<file path="config.mk">
export PLATFORM = sky130hd
export DESIGN_NAME = timer_clk_src
export DESIGN_NICKNAME = d
export VERILOG_FILES = /design/src/timer_clk_pkg.sv /design/src/ext_pin_edge.sv /design/src/timer_clk_src.sv
export SDC_FILE = /design/constraint.sdc
export NUM_CORES = 1
export LEC_CHECK = 0
export BUFFER_PORTS_ARGS = -buffer_cell sky130_fd_sc_hd__buf_2
export CORE_ASPECT_RATIO = 0.8
export CORE_UTILIZATION = 53
export DETAILED_ROUTE_END_ITERATION = 8
export PLACE_DENSITY_LB_ADDON = 0.05
export SETUP_SLACK_MARGIN = 0.4
export SKIP_LAST_GASP = 1
export SLEW_MARGIN = 5
export SYNTH_ARGS = -nofsm -noshare
export SYNTH_HDL_FRONTEND = slang
export SYNTH_SLANG_ARGS = --single-unit
</file>
<file path="constraint.sdc">
create_clock -name CLK -period 3.04 [get_ports CLK]
set_input_delay 0.608 -clock CLK [delete_from_list [all_inputs] [get_ports CLK]]
set_output_delay 0.608 -clock CLK [all_outputs]
set_load 0.01 [all_outputs]
</file>
<file path="src/timer_clk_pkg.sv">
// Constants for the timer clock source, prescaler and overflow logic
package timer_clk_pkg;
    // Register byte offsets
    localparam logic [7:0] GTC_OFFSET    = 8'h00;
    localparam logic [7:0] CTRL_OFFSET   = 8'h04;
    localparam logic [7:0] STATUS_OFFSET = 8'h08;
    localparam logic [7:0] COUNT_OFFSET  = 8'h0C;
    localparam logic [7:0] TOP_OFFSET    = 8'h10;
    // general_timer_control fields
    localparam int GTC_SYNC_HOLD_BIT = 7;
    localparam int GTC_PSR_BIT       = 0;
    localparam logic [7:0] GTC_RESET = 8'h00;
    // Control, status, count and top register fields and limits
    localparam int CTRL_CS_LSB    = 0;
    localparam int CTRL_WGM_LSB   = 3;
    localparam int CTRL_OVIE_BIT  = 6;
    localparam int CTRL_GIE_BIT   = 7;
    localparam logic [7:0] CTRL_RESET  = 8'h00;
    localparam int STATUS_OVF_BIT = 0;
    localparam logic [7:0] COUNT_RESET = 8'h00;
    localparam logic [7:0] TOP_RESET   = 8'hFF;
    localparam logic [7:0] COUNT_MAX   = 8'hFF;
    localparam logic [7:0] COUNT_BOTTOM = 8'h00;
    // Clock select codes
    localparam logic [2:0] CS_STOP   = 3'h0;
    localparam logic [2:0] CS_DIRECT = 3'h1;
    localparam logic [2:0] CS_DIV8   = 3'h2;
    localparam logic [2:0] CS_DIV64  = 3'h3;
    localparam logic [2:0] CS_DIV256 = 3'h4;
    localparam logic [2:0] CS_DIV1K  = 3'h5;
    localparam logic [2:0] CS_EXT_FALL = 3'h6;
    localparam logic [2:0] CS_EXT_RISE = 3'h7;
    // Waveform modes
    localparam logic [2:0] WGM_NORMAL    = 3'h0;
    localparam logic [2:0] WGM_PC_MAX    = 3'h1;
    localparam logic [2:0] WGM_CTC       = 3'h2;
    localparam logic [2:0] WGM_FAST_MAX  = 3'h3;
    localparam logic [2:0] WGM_PC_TOP    = 3'h5;
    localparam logic [2:0] WGM_FAST_TOP  = 3'h7;
    // Prescaler: tap N fires when the low log2(N) bits are all ones
    localparam int PRE_WIDTH = 10;
    localparam int TAP8_BITS   = 3;
    localparam int TAP64_BITS  = 6;
    localparam int TAP256_BITS = 8;
    localparam int TAP1K_BITS  = 10;
    // AXI responses
    localparam logic [1:0] RESP_OKAY   = 2'h0;
    localparam logic [1:0] RESP_SLVERR = 2'h2;
endpackage

</file>
<file path="src/ext_pin_edge.sv">
// Count pin synchroniser and edge detector
`timescale 1ns/1ps
module ext_pin_edge (
    input  wire logic CLK,
    input  wire logic SRST,
    input  wire logic PIN,
    output logic      RISE,
    output logic      FALL
);
    logic sync1_reg, sync2_reg, last_reg;
    logic sync1_next, sync2_next, last_next;

    // Second flop stands in for the clock-high transparent latch
    always_comb begin
        sync1_next = PIN;
        sync2_next = sync1_reg;
        last_next  = sync2_reg;
    end

    always_ff @(posedge CLK) begin
        if (SRST) begin
            sync1_reg <= 1'b0;
            sync2_reg <= 1'b0;
            last_reg  <= 1'b0;
        end else begin
            sync1_reg <= sync1_next;
            sync2_reg <= sync2_next;
            last_reg  <= last_next;
        end
    end

    assign RISE = sync2_reg & ~last_reg;
    assign FALL = ~sync2_reg & last_reg;
endmodule

</file>
<file path="src/timer_clk_src.sv">
// Timer clock source: prescaler, count pin input, counter and overflow
`timescale 1ns/1ps
// Behaviours
module timer_clk_src
    import timer_clk_pkg::*;
(
    input  wire logic        CLK,
    input  wire logic        SRST,
    input  wire logic [7:0]  S_AXI_AWADDR,
    input  wire logic        S_AXI_AWVALID,
    output logic             S_AXI_AWREADY,
    input  wire logic [31:0] S_AXI_WDATA,
    input  wire logic [3:0]  S_AXI_WSTRB,
    input  wire logic        S_AXI_WVALID,
    output logic             S_AXI_WREADY,
    output logic [1:0]       S_AXI_BRESP,
    output logic             S_AXI_BVALID,
    input  wire logic        S_AXI_BREADY,
    input  wire logic [7:0]  S_AXI_ARADDR,
    input  wire logic        S_AXI_ARVALID,
    output logic             S_AXI_ARREADY,
    output logic [31:0]      S_AXI_RDATA,
    output logic [1:0]       S_AXI_RRESP,
    output logic             S_AXI_RVALID,
    input  wire logic        S_AXI_RREADY,
    input  wire logic        EXT_COUNT_PIN,
    input  wire logic        VECTOR_ACK,
    output logic             OVF_IRQ,
    output logic             TIMER_TICK
);
    import timer_clk_pkg::*;

    ////////////////////////////////////////////////////////////////////
    // Bus write channel
    logic       aw_have_reg, w_have_reg, bvalid_reg;
    logic       awready_reg, wready_reg;
    logic [7:0] awaddr_reg;
    logic [7:0] wdata_reg;
    logic       wlane_reg;
    logic [1:0] bresp_reg;
    logic       aw_have_next, w_have_next, bvalid_next;
    logic       awready_next, wready_next;
    logic [7:0] awaddr_next, wdata_next;
    logic       wlane_next;
    logic [1:0] bresp_next;
    logic       do_write;

    always_comb begin
        aw_have_next = aw_have_reg;
        w_have_next  = w_have_reg;
        awaddr_next  = awaddr_reg;
        wdata_next   = wdata_reg;
        wlane_next   = wlane_reg;
        bvalid_next  = bvalid_reg;
        bresp_next   = bresp_reg;
        do_write     = aw_have_reg & w_have_reg & ~bvalid_reg;
        if (S_AXI_AWVALID && awready_reg) begin
            aw_have_next = 1'b1;
            awaddr_next  = S_AXI_AWADDR;
        end
        if (S_AXI_WVALID && wready_reg) begin
            w_have_next = 1'b1;
            wdata_next  = S_AXI_WDATA[7:0];
            wlane_next  = S_AXI_WSTRB[0];
        end
        if (do_write) begin
            aw_have_next = 1'b0;
            w_have_next  = 1'b0;
            bvalid_next  = 1'b1;
            case (awaddr_reg)
                GTC_OFFSET, CTRL_OFFSET, STATUS_OFFSET,
                COUNT_OFFSET, TOP_OFFSET: bresp_next = RESP_OKAY;
                default: bresp_next = RESP_SLVERR;
            endcase
        end else if (bvalid_reg && S_AXI_BREADY) begin
            bvalid_next = 1'b0;
        end
        awready_next = ~aw_have_next & ~bvalid_next;
        wready_next  = ~w_have_next & ~bvalid_next;
    end

    always_ff @(posedge CLK) begin
        if (SRST) begin
            aw_have_reg <= 1'b0;
            w_have_reg  <= 1'b0;
            awaddr_reg  <= 8'h00;
            wdata_reg   <= 8'h00;
            wlane_reg   <= 1'b0;
            bvalid_reg  <= 1'b0;
            bresp_reg   <= RESP_OKAY;
            awready_reg <= 1'b0;
            wready_reg  <= 1'b0;
        end else begin
            aw_have_reg <= aw_have_next;
            w_have_reg  <= w_have_next;
            awaddr_reg  <= awaddr_next;
            wdata_reg   <= wdata_next;
            wlane_reg   <= wlane_next;
            bvalid_reg  <= bvalid_next;
            bresp_reg   <= bresp_next;
            awready_reg <= awready_next;
            wready_reg  <= wready_next;
        end
    end

    // Every field sits in byte lane 0; other lanes are ignored
    logic wr_en;
    assign wr_en = do_write & wlane_reg;
    logic wr_gtc, wr_ctrl, wr_status, wr_count, wr_top;
    assign wr_gtc    = wr_en && (awaddr_reg == GTC_OFFSET);
    assign wr_ctrl   = wr_en && (awaddr_reg == CTRL_OFFSET);
    assign wr_status = wr_en && (awaddr_reg == STATUS_OFFSET);
    assign wr_count  = wr_en && (awaddr_reg == COUNT_OFFSET);
    assign wr_top    = wr_en && (awaddr_reg == TOP_OFFSET);

    ////////////////////////////////////////////////////////////////////
    // Control state and prescaler
    logic                 smode_reg, psr_reg, smode_next, psr_next;
    logic [7:0]           ctrl_reg, top_reg, ctrl_next, top_next;
    logic [PRE_WIDTH-1:0] pre_reg, pre_next;

    always_comb begin
        smode_next = smode_reg;
        psr_next  = psr_reg;
        ctrl_next = ctrl_reg;
        top_next  = top_reg;
        if (!smode_reg) begin
            psr_next = 1'b0;
        end
        if (wr_gtc) begin
            smode_next = wdata_reg[GTC_SYNC_HOLD_BIT];
            // Clearing hold mode drops the reset bit at once
            psr_next = wdata_reg[GTC_SYNC_HOLD_BIT] ?
                       wdata_reg[GTC_PSR_BIT] :
                       (wdata_reg[GTC_PSR_BIT] & ~smode_reg);
        end
        if (wr_ctrl) begin
            ctrl_next = wdata_reg;
        end
        if (wr_top) begin
            top_next = wdata_reg;
        end
        // Counts on regardless of clock select
        pre_next = psr_reg ? '0 : pre_reg + 1'b1;
    end

    always_ff @(posedge CLK) begin
        if (SRST) begin
            smode_reg <= GTC_RESET[GTC_SYNC_HOLD_BIT];
            psr_reg  <= GTC_RESET[GTC_PSR_BIT];
            ctrl_reg <= CTRL_RESET;
            top_reg  <= TOP_RESET;
            pre_reg  <= '0;
        end else begin
            smode_reg <= smode_next;
            psr_reg  <= psr_next;
            ctrl_reg <= ctrl_next;
            top_reg  <= top_next;
            pre_reg  <= pre_next;
        end
    end

    logic [2:0] cs, wgm;
    logic       ovie, gie, hold;
    assign cs   = ctrl_reg[CTRL_CS_LSB +: 3];
    assign wgm  = ctrl_reg[CTRL_WGM_LSB +: 3];
    assign ovie = ctrl_reg[CTRL_OVIE_BIT];
    assign gie  = ctrl_reg[CTRL_GIE_BIT];
    assign hold = smode_reg & psr_reg;

    ////////////////////////////////////////////////////////////////////
    // Tick selection
    logic ext_rise, ext_fall, tick;

    ext_pin_edge u_pin (
        .CLK  (CLK),
        .SRST (SRST),
        .PIN  (EXT_COUNT_PIN),
        .RISE (ext_rise),
        .FALL (ext_fall)
    );

    always_comb begin
        case (cs)
            CS_STOP:     tick = 1'b0;
            CS_DIRECT:   tick = 1'b1;
            CS_DIV8:     tick = &pre_reg[TAP8_BITS-1:0];
            CS_DIV64:    tick = &pre_reg[TAP64_BITS-1:0];
            CS_DIV256:   tick = &pre_reg[TAP256_BITS-1:0];
            CS_DIV1K:    tick = &pre_reg[TAP1K_BITS-1:0];
            CS_EXT_FALL: tick = ext_fall;
            CS_EXT_RISE: tick = ext_rise;
            default:     tick = 1'b0;
        endcase
    end

    ////////////////////////////////////////////////////////////////////
    // Counter and overflow flag
    logic [7:0] cnt_reg, cnt_next;
    logic       down_reg, down_next, flag_reg, flag_next;
    logic       irq_reg, irq_next, tick_reg, tick_next;
    logic       ovf_evt, step;
    logic [7:0] top_val;

    always_comb begin
        cnt_next  = cnt_reg;
        down_next = down_reg;
        ovf_evt   = 1'b0;
        step      = tick & ~hold;
        top_val   = (wgm == WGM_PC_TOP || wgm == WGM_FAST_TOP ||
                     wgm == WGM_CTC) ? top_reg : COUNT_MAX;
        if (wr_count) begin
            cnt_next = wdata_reg;
        end else if (step) begin
            case (wgm)
                WGM_PC_MAX, WGM_PC_TOP: begin
                    // Phase correct flags at the bottom turn
                    if (down_reg) begin
                        cnt_next = cnt_reg - 1'b1;
                        if (cnt_reg == COUNT_BOTTOM + 8'h01) begin
                            down_next = 1'b0;
                            ovf_evt   = 1'b1;
                        end
                    end else if (cnt_reg >= top_val) begin
                        down_next = 1'b1;
                        cnt_next  = cnt_reg - 1'b1;
                    end else begin
                        cnt_next = cnt_reg + 1'b1;
                    end
                end
                WGM_FAST_MAX, WGM_FAST_TOP: begin
                    if (cnt_reg == top_val) begin
                        cnt_next = COUNT_BOTTOM;
                        ovf_evt  = 1'b1;
                    end else begin
                        cnt_next = cnt_reg + 1'b1;
                    end
                end
                WGM_CTC: begin
                    cnt_next = (cnt_reg == top_val) ? COUNT_BOTTOM :
                               cnt_reg + 1'b1;
                    ovf_evt  = (cnt_reg == COUNT_MAX);
                end
                default: begin
                    cnt_next = cnt_reg + 1'b1;
                    ovf_evt  = (cnt_reg == COUNT_MAX);
                end
            endcase
        end
        flag_next = flag_reg;
        if (VECTOR_ACK || (wr_status && wdata_reg[STATUS_OVF_BIT])) begin
            flag_next = 1'b0;
        end
        // An overflow in the clearing cycle is kept
        if (ovf_evt) begin
            flag_next = 1'b1;
        end
        irq_next  = gie & ovie & flag_reg;
        tick_next = step;
    end

    always_ff @(posedge CLK) begin
        if (SRST) begin
            cnt_reg  <= COUNT_RESET;
            down_reg <= 1'b0;
            flag_reg <= 1'b0;
            irq_reg  <= 1'b0;
            tick_reg <= 1'b0;
        end else begin
            cnt_reg  <= cnt_next;
            down_reg <= down_next;
            flag_reg <= flag_next;
            irq_reg  <= irq_next;
            tick_reg <= tick_next;
        end
    end

    assign OVF_IRQ    = irq_reg;
    assign TIMER_TICK = tick_reg;

    ////////////////////////////////////////////////////////////////////
    // Bus read channel
    logic        rvalid_reg, arready_reg, rvalid_next, arready_next;
    logic [7:0]  rdata_reg, rdata_next;
    logic [1:0]  rresp_reg, rresp_next;

    always_comb begin
        rvalid_next = rvalid_reg;
        rdata_next  = rdata_reg;
        rresp_next  = rresp_reg;
        if (S_AXI_ARVALID && arready_reg) begin
            rvalid_next = 1'b1;
            rresp_next  = RESP_OKAY;
            case (S_AXI_ARADDR)
                GTC_OFFSET: begin
                    rdata_next = 8'h00;
                    rdata_next[GTC_SYNC_HOLD_BIT] = smode_reg;
                    rdata_next[GTC_PSR_BIT]       = psr_reg;
                end
                CTRL_OFFSET:   rdata_next = ctrl_reg;
                STATUS_OFFSET: rdata_next = {7'h00, flag_reg};
                COUNT_OFFSET:  rdata_next = cnt_reg;
                TOP_OFFSET:    rdata_next = top_reg;
                default: begin
                    rdata_next = 8'h00;
                    rresp_next = RESP_SLVERR;
                end
            endcase
        end else if (rvalid_reg && S_AXI_RREADY) begin
            rvalid_next = 1'b0;
        end
        arready_next = ~rvalid_next;
    end

    always_ff @(posedge CLK) begin
        if (SRST) begin
            rvalid_reg  <= 1'b0;
            arready_reg <= 1'b0;
            rdata_reg   <= 8'h00;
            rresp_reg   <= RESP_OKAY;
        end else begin
            rvalid_reg  <= rvalid_next;
            arready_reg <= arready_next;
            rdata_reg   <= rdata_next;
            rresp_reg   <= rresp_next;
        end
    end

    assign S_AXI_AWREADY = awready_reg;
    assign S_AXI_WREADY  = wready_reg;
    assign S_AXI_BVALID  = bvalid_reg;
    assign S_AXI_BRESP   = bresp_reg;
    assign S_AXI_ARREADY = arready_reg;
    assign S_AXI_RVALID  = rvalid_reg;
    assign S_AXI_RRESP   = rresp_reg;
    assign S_AXI_RDATA   = {24'h0000_00, rdata_reg};
endmodule

</file>
After elaboration in Yosys (flattened, before gate mapping):

Index checks and enable logic that the tools add are counted.

* input port bits: 61
* word-level logic and storage cells: 139
* bits in latches: 0
* memory bits (writable): 0
* bits in read-only memories: 0
* memories: 0
* output and inout port bits: 43
* flip-flop bits (word level): 79

* order comparisons: 1
* eq/ne operators: 24
* bitwise gates (word level): 22
* add/subtract/negate cells: 3
* mux-type cells: 33
* reduce and logical (&&, ||, !) cells: 30
* shift operators: 0
* multiply operators: 0
* div/mod/pow operators: 0

Operator list (number)
* $mux 8: 6
* $pmux 8 s5: 1
* $eq 8x4->1 const B: 4
* $mux 1: 21
* $eq 3x3->1 const B: 6
* $eq 8x3->1 const B: 2
* $eq 8x5->1 const B: 2
* $logic_not 8->1: 2
* $pmux 8 s2: 1
* $and 1x1->1: 12
* $eq 3x2->1 const B: 4
* $logic_and 1x1->1: 11
* $add 10x1->10 const B: 1
* $not 1->1: 10
* $reduce_and 10->1: 1
* $reduce_or 5->1: 2
* $add 8x1->8 const B: 1
* $eq 8x1->1 const B: 1
* $eq 8x8->1: 1
* $eq 8x8->1 const B: 1
* $ge 8x8->1: 1
* $pmux 1 s8: 1
* $reduce_and 8->1: 1
* $sub 8x1->8 const B: 1
* other kinds (11): 19

Logic depth before layout (Yosys ltp):

* depth in word-level cells: 10
* mapped depth: 12

Modules after synthesis:

From an unflattened synthesis, not the netlist that was laid out.

* cell total of the unflattened synthesis: 495
* area, all modules: 4119.0 um^2

By module, submodules not included
* timer_clk_src: times used 1, cells an instance 487, area each 4027.6 um^2
* ext_pin_edge: times used 1, cells an instance 8, area each 91.3 um^2

Least setup slack after synthesis:

No wires, ideal clock.

* path kind: reg2reg
* start point: register ctrl_reg[3]
* end point: register cnt_reg[2]
* arrival time: 2.639 ns
* stages on the path, launching flop included: 13
* path slack: 0.274 ns
* path through: dfxtp_1 > clkbuf_1 > nor3b_1 > a21oi_1 > or2_2 > ha_1 > nand2b_1 > a2111oi_0 > o31ai_1 > and2_0 > clkbuf_1 > a221oi_1 > o21ai_0

* cells in the longest elaborated chain, start to end: 10
* elaborated cells between the ends (all ways): 18
* classes of those cells: order compare: 1; eq/ne: 6; mux: 7; reduce/logical: 4

RTL lines
* from (decl): line timer_clk_src.sv:119 `logic [7:0] ctrl_reg, top_reg, ctrl_next, top_next;`
* from (signal assigned): line timer_clk_src.sv:157 `ctrl_reg <= ctrl_next;`
* $eq 3x3->1: line timer_clk_src.sv:210, timer_clk_src.sv:215
* $logic_or 1x1->1 (2 in series): line timer_clk_src.sv:210 `top_val = (wgm == WGM_PC_TOP || wgm == WGM_FAST_TOP ||`
* $mux 8: line timer_clk_src.sv:211 `wgm == WGM_CTC) ? top_reg : COUNT_MAX;`
* $ge 8x8->1: line timer_clk_src.sv:224 `end else if (cnt_reg >= top_val) begin`
* $mux 8: line timer_clk_src.sv:224
* $mux 8: line timer_clk_src.sv:218 `if (down_reg) begin`
* $pmux 8 s2 *: line timer_clk_src.sv:215 `case (wgm)`
* $mux 8 *: line timer_clk_src.sv:214 `end else if (step) begin`
* $mux 8 *: line timer_clk_src.sv:212 `if (wr_count) begin`
* to (signal assigned): line timer_clk_src.sv:270 `cnt_reg <= cnt_next;`
* to (decl): line timer_clk_src.sv:199 `logic [7:0] cnt_reg, cnt_next;`

Every way passes the cells marked *; elsewhere a longest branch is shown, timed or not. The select of a mux whose other input is x is not followed.
A chain may end at the register's enable or synchronous reset.

Final worst setup path:

* start point: register ctrl_reg[5]
* end point: register cnt_reg[4]

The elaborated chain is that of the path after synthesis.

==> impl_results.md <==
* Status: completed
* Worst path required time at 3.28 ns
* Mapped cell area at 3920 um2
* Max reg flops at 10
* Fin. Hold Viols at 0
* Post-CTS Hold Buffers at 0
* Pre-Repair DR Iteration Count at 7
* Initial antenna violation count at 0
* Largest net degree at the start of global routing at 39
* Die X at 98.2 um
* Clock skew at 0.00914 ns
* Residual DRC at 0
* Die footprint at 7750 um2
* Netlist cell types at 55
* # fillers at 620
* # clock sinks at 77
* IO buf count at 50
* Clock transition at path regs at 0.08 ns
* Post-synth ARST share at 0%
* CTS root buf: clkbuf_8
* Area of the multi-input gates at 2230 um2
* Critical path type: flop to flop
* Critical Path AT at 2.74 ns
* Antenna viol nets, final at 0
* Primary FF master, synth: dfxtp_1
* Via density at 5.52
* Leakage Power at 1.85 nW
* IO Count at 104
* Drt wl/cell at 14.4 um
* CTS Buf Count at 9
* Layout overhead on the synthesized area at 13.8%
* Die Height at 79.0 um
* Vias in the first global route at 3,094
* Max VDD drop at 0.304 mV
* Core area at 7030 um2
* Hpwl dp at 6.37 mm
* Final setup fails at 0
* MaxCap Viol Count at 0
* Fraction of layout instances using a drive strength above 1 at 17.9%
* Vias after detailed routing at 3,370
* Hold WC Path Type: flop to flop
* Endpoint class of the critical path: flop
* Total power at 0.00215 W
* Slew margin rel. at 49.6%
* Crit path launch type: flop
* Delay of the slowest critical-path stage at 0.38 ns
* Dpl cells at 594
* RSZ-0062 raised after global routing: no
* Routed wire length at 8.82 mm
* Ant. Diodes at 0
* Max Clock Freq at 0.400 GHz
* WHS at 0.445 ns
* Post-synth EDFFs at 0
* # nets final at 593
* Final core utilization at 63.6%
* Tightest Pin Transition at 0.750 ns
* #FFs+latches synth at 77
* Ys Warns at 0
* Crit-path max FO at 7
* Setup TNS at 0 ns
* Final Max Tran Viols at 0
* Sequential share of the synthesized area at 39.3%
* Iteration-0 DRC Markers at 153
* Power per standard cell area at 480 nW/um2
* Clk buf depth at 2
* Minimum clock period at 2.50 ns
* Mapped Cells at 475
* Final Wtd Congestion at 0.923
* First-pass GRT wire length at 14.8 mm
* Syn_area_per_cell at 8.26 um2
* Starting Density at 55.8%
* Post-route clock period utilization at 82.3%
* Slowest-stage cell, CP: dfxtp_2
* FP Rows at 27
* Clock latency on the worst-skew pair at 0.36 ns
* FF/Latch Area at 1550 um2
* CTS tree: yes
* Sequence of cells on the critical path: nor3b_4 -> a21oi_2 -> or2_2 -> ha_1 -> nand2b_4 -> a2111oi_4 -> o31ai_2 -> and2_4 -> a221oi_1 -> o21ai_0
* Global route overflow at 0
* CTS HTree Levels at 3
* Gr usage total at 24.1%
* Layout Cells excl Fill at 611
## through the flow
| step | setup slack, ns | cell area [um2] |
|---|---|---|
| 5_1_grt | 0.421 | 4470 |
| 6_report | 0.538 | 4470 |
| 2_1_floorplan | 0.414 | 4030 |
| 3_5_place_dp | 0.210 | 4140 |
| 4_1_cts | 0.405 | 4390 |
| 3_3_place_gp | 0.300 | 4140 |
## metal layers
layer	global-route usage [%]	wire [um]	up-vias
li1	-	-	1687
met1	33.5	4460	1573
met2	37.4	3830	99
met3	5.99	450	11
met4	6.27	74	0
met5	0	0	-
## cells in the final DEF, fill, tap and decap left out, types with 3 or more instances in the layout
cell,n
inv_1,9
xnor2_1,10
nand2_1,69
a22oi_1,6
nand3_1,11
and3_1,4
a31oi_1,4
dfxtp_1,75
ha_1,13
mux2i_1,11
conb_1,26
a22o_1,7
bufinv_16,3
xor2_1,9
o211ai_1,3
nand2b_1,3
nor4_1,4
nor2b_1,15
or2_2,3
nor2_1,53
a221oi_2,5
clkbuf_8,9
o21ai_0,23
buf_2,50
a211o_1,9
nand4_1,4
buf_4,7
a21oi_1,30
nor3_1,5
## final timing paths
path / startpoint / end / slack [ns] / depth (start not counted)
max: ctrl_reg[5] / cnt_reg[4] / 0.54 / 10
min: u_pin.sync1_reg / u_pin.last_next / 0.44 / 1
min reg2reg: u_pin.sync1_reg / u_pin.last_next / 0.44 / 1
max reg2reg: ctrl_reg[5] / cnt_reg[4] / 0.54 / 10
## synthesized netlist by cell type (3+ instances only)
cell type	count	area, um2
or2_2	3	18.8
and3_1	4	25.0
nor2_1	53	199
xor2_1	9	78.8
nand4_1	4	25.0
a211o_1	9	78.8
dfxtp_1	77	1540
nor3_1	5	25.0
nand3_1	11	55.1
a21oi_1	31	155
o21ai_0	23	115
xnor2_1	10	87.6
o211ai_1	3	22.5
nand2b_1	4	25.0
buf_4	27	203
clkbuf_1	18	67.6
nor4_1	4	25.0
a31oi_1	4	25.0
nor2b_1	15	93.8
a22oi_1	6	45.0
mux2i_1	11	110
inv_1	9	33.8
nand2_1	69	259
a221oi_1	6	52.6
ha_1	13	163
a22o_1	7	61.3
## critical path: cells and delay by family, from the launching register on
kind            cells  cell delay [ns]
simple gates        4             0.86
fa+ha+maj           1             0.30
compound gates      5             0.86
flops               1             0.38
## cells by family after synthesis
family | Yosys count | synth area share, %
compound gates | 106 | 17.5
simple gates | 190 | 23.6
buf+inv | 58 | 8.35
fa+ha+maj | 13 | 4.15
mux | 11 | 2.81
other cells | 1 | 0.0956
flops | 77 | 39.3
xor+xnor | 19 | 4.24
## power breakdown
| part | internal (W) | switching, W | total, W |
|---|---|---|---|
| sequential | 0.00103 | 0.0000237 | 0.00105 |
| combinational | 0.0000482 | 0.0000842 | 0.000132 |
| clock | 0.000556 | 0.000403 | 0.000959 |
| total | 0.00164 | 0.000511 | 0.00215 |
## repair_timing
action,4_1_cts,5_1_grt
endpoints found under the setup margin,7,7
pin swaps,0,2
resized for setup,5,10
buffers inserted,0,1
## final cells by class
cell class	count	area share (%)
inverters	9	0.756
multi-input cells	365	49.9
clock buffers	10	2.86
flip-flops and latches	77	34.6
clock inverters	6	2.66
repair buffers	57	6.78
well taps	87	2.44
Note: power is estimated with default switching activity, not from simulation.
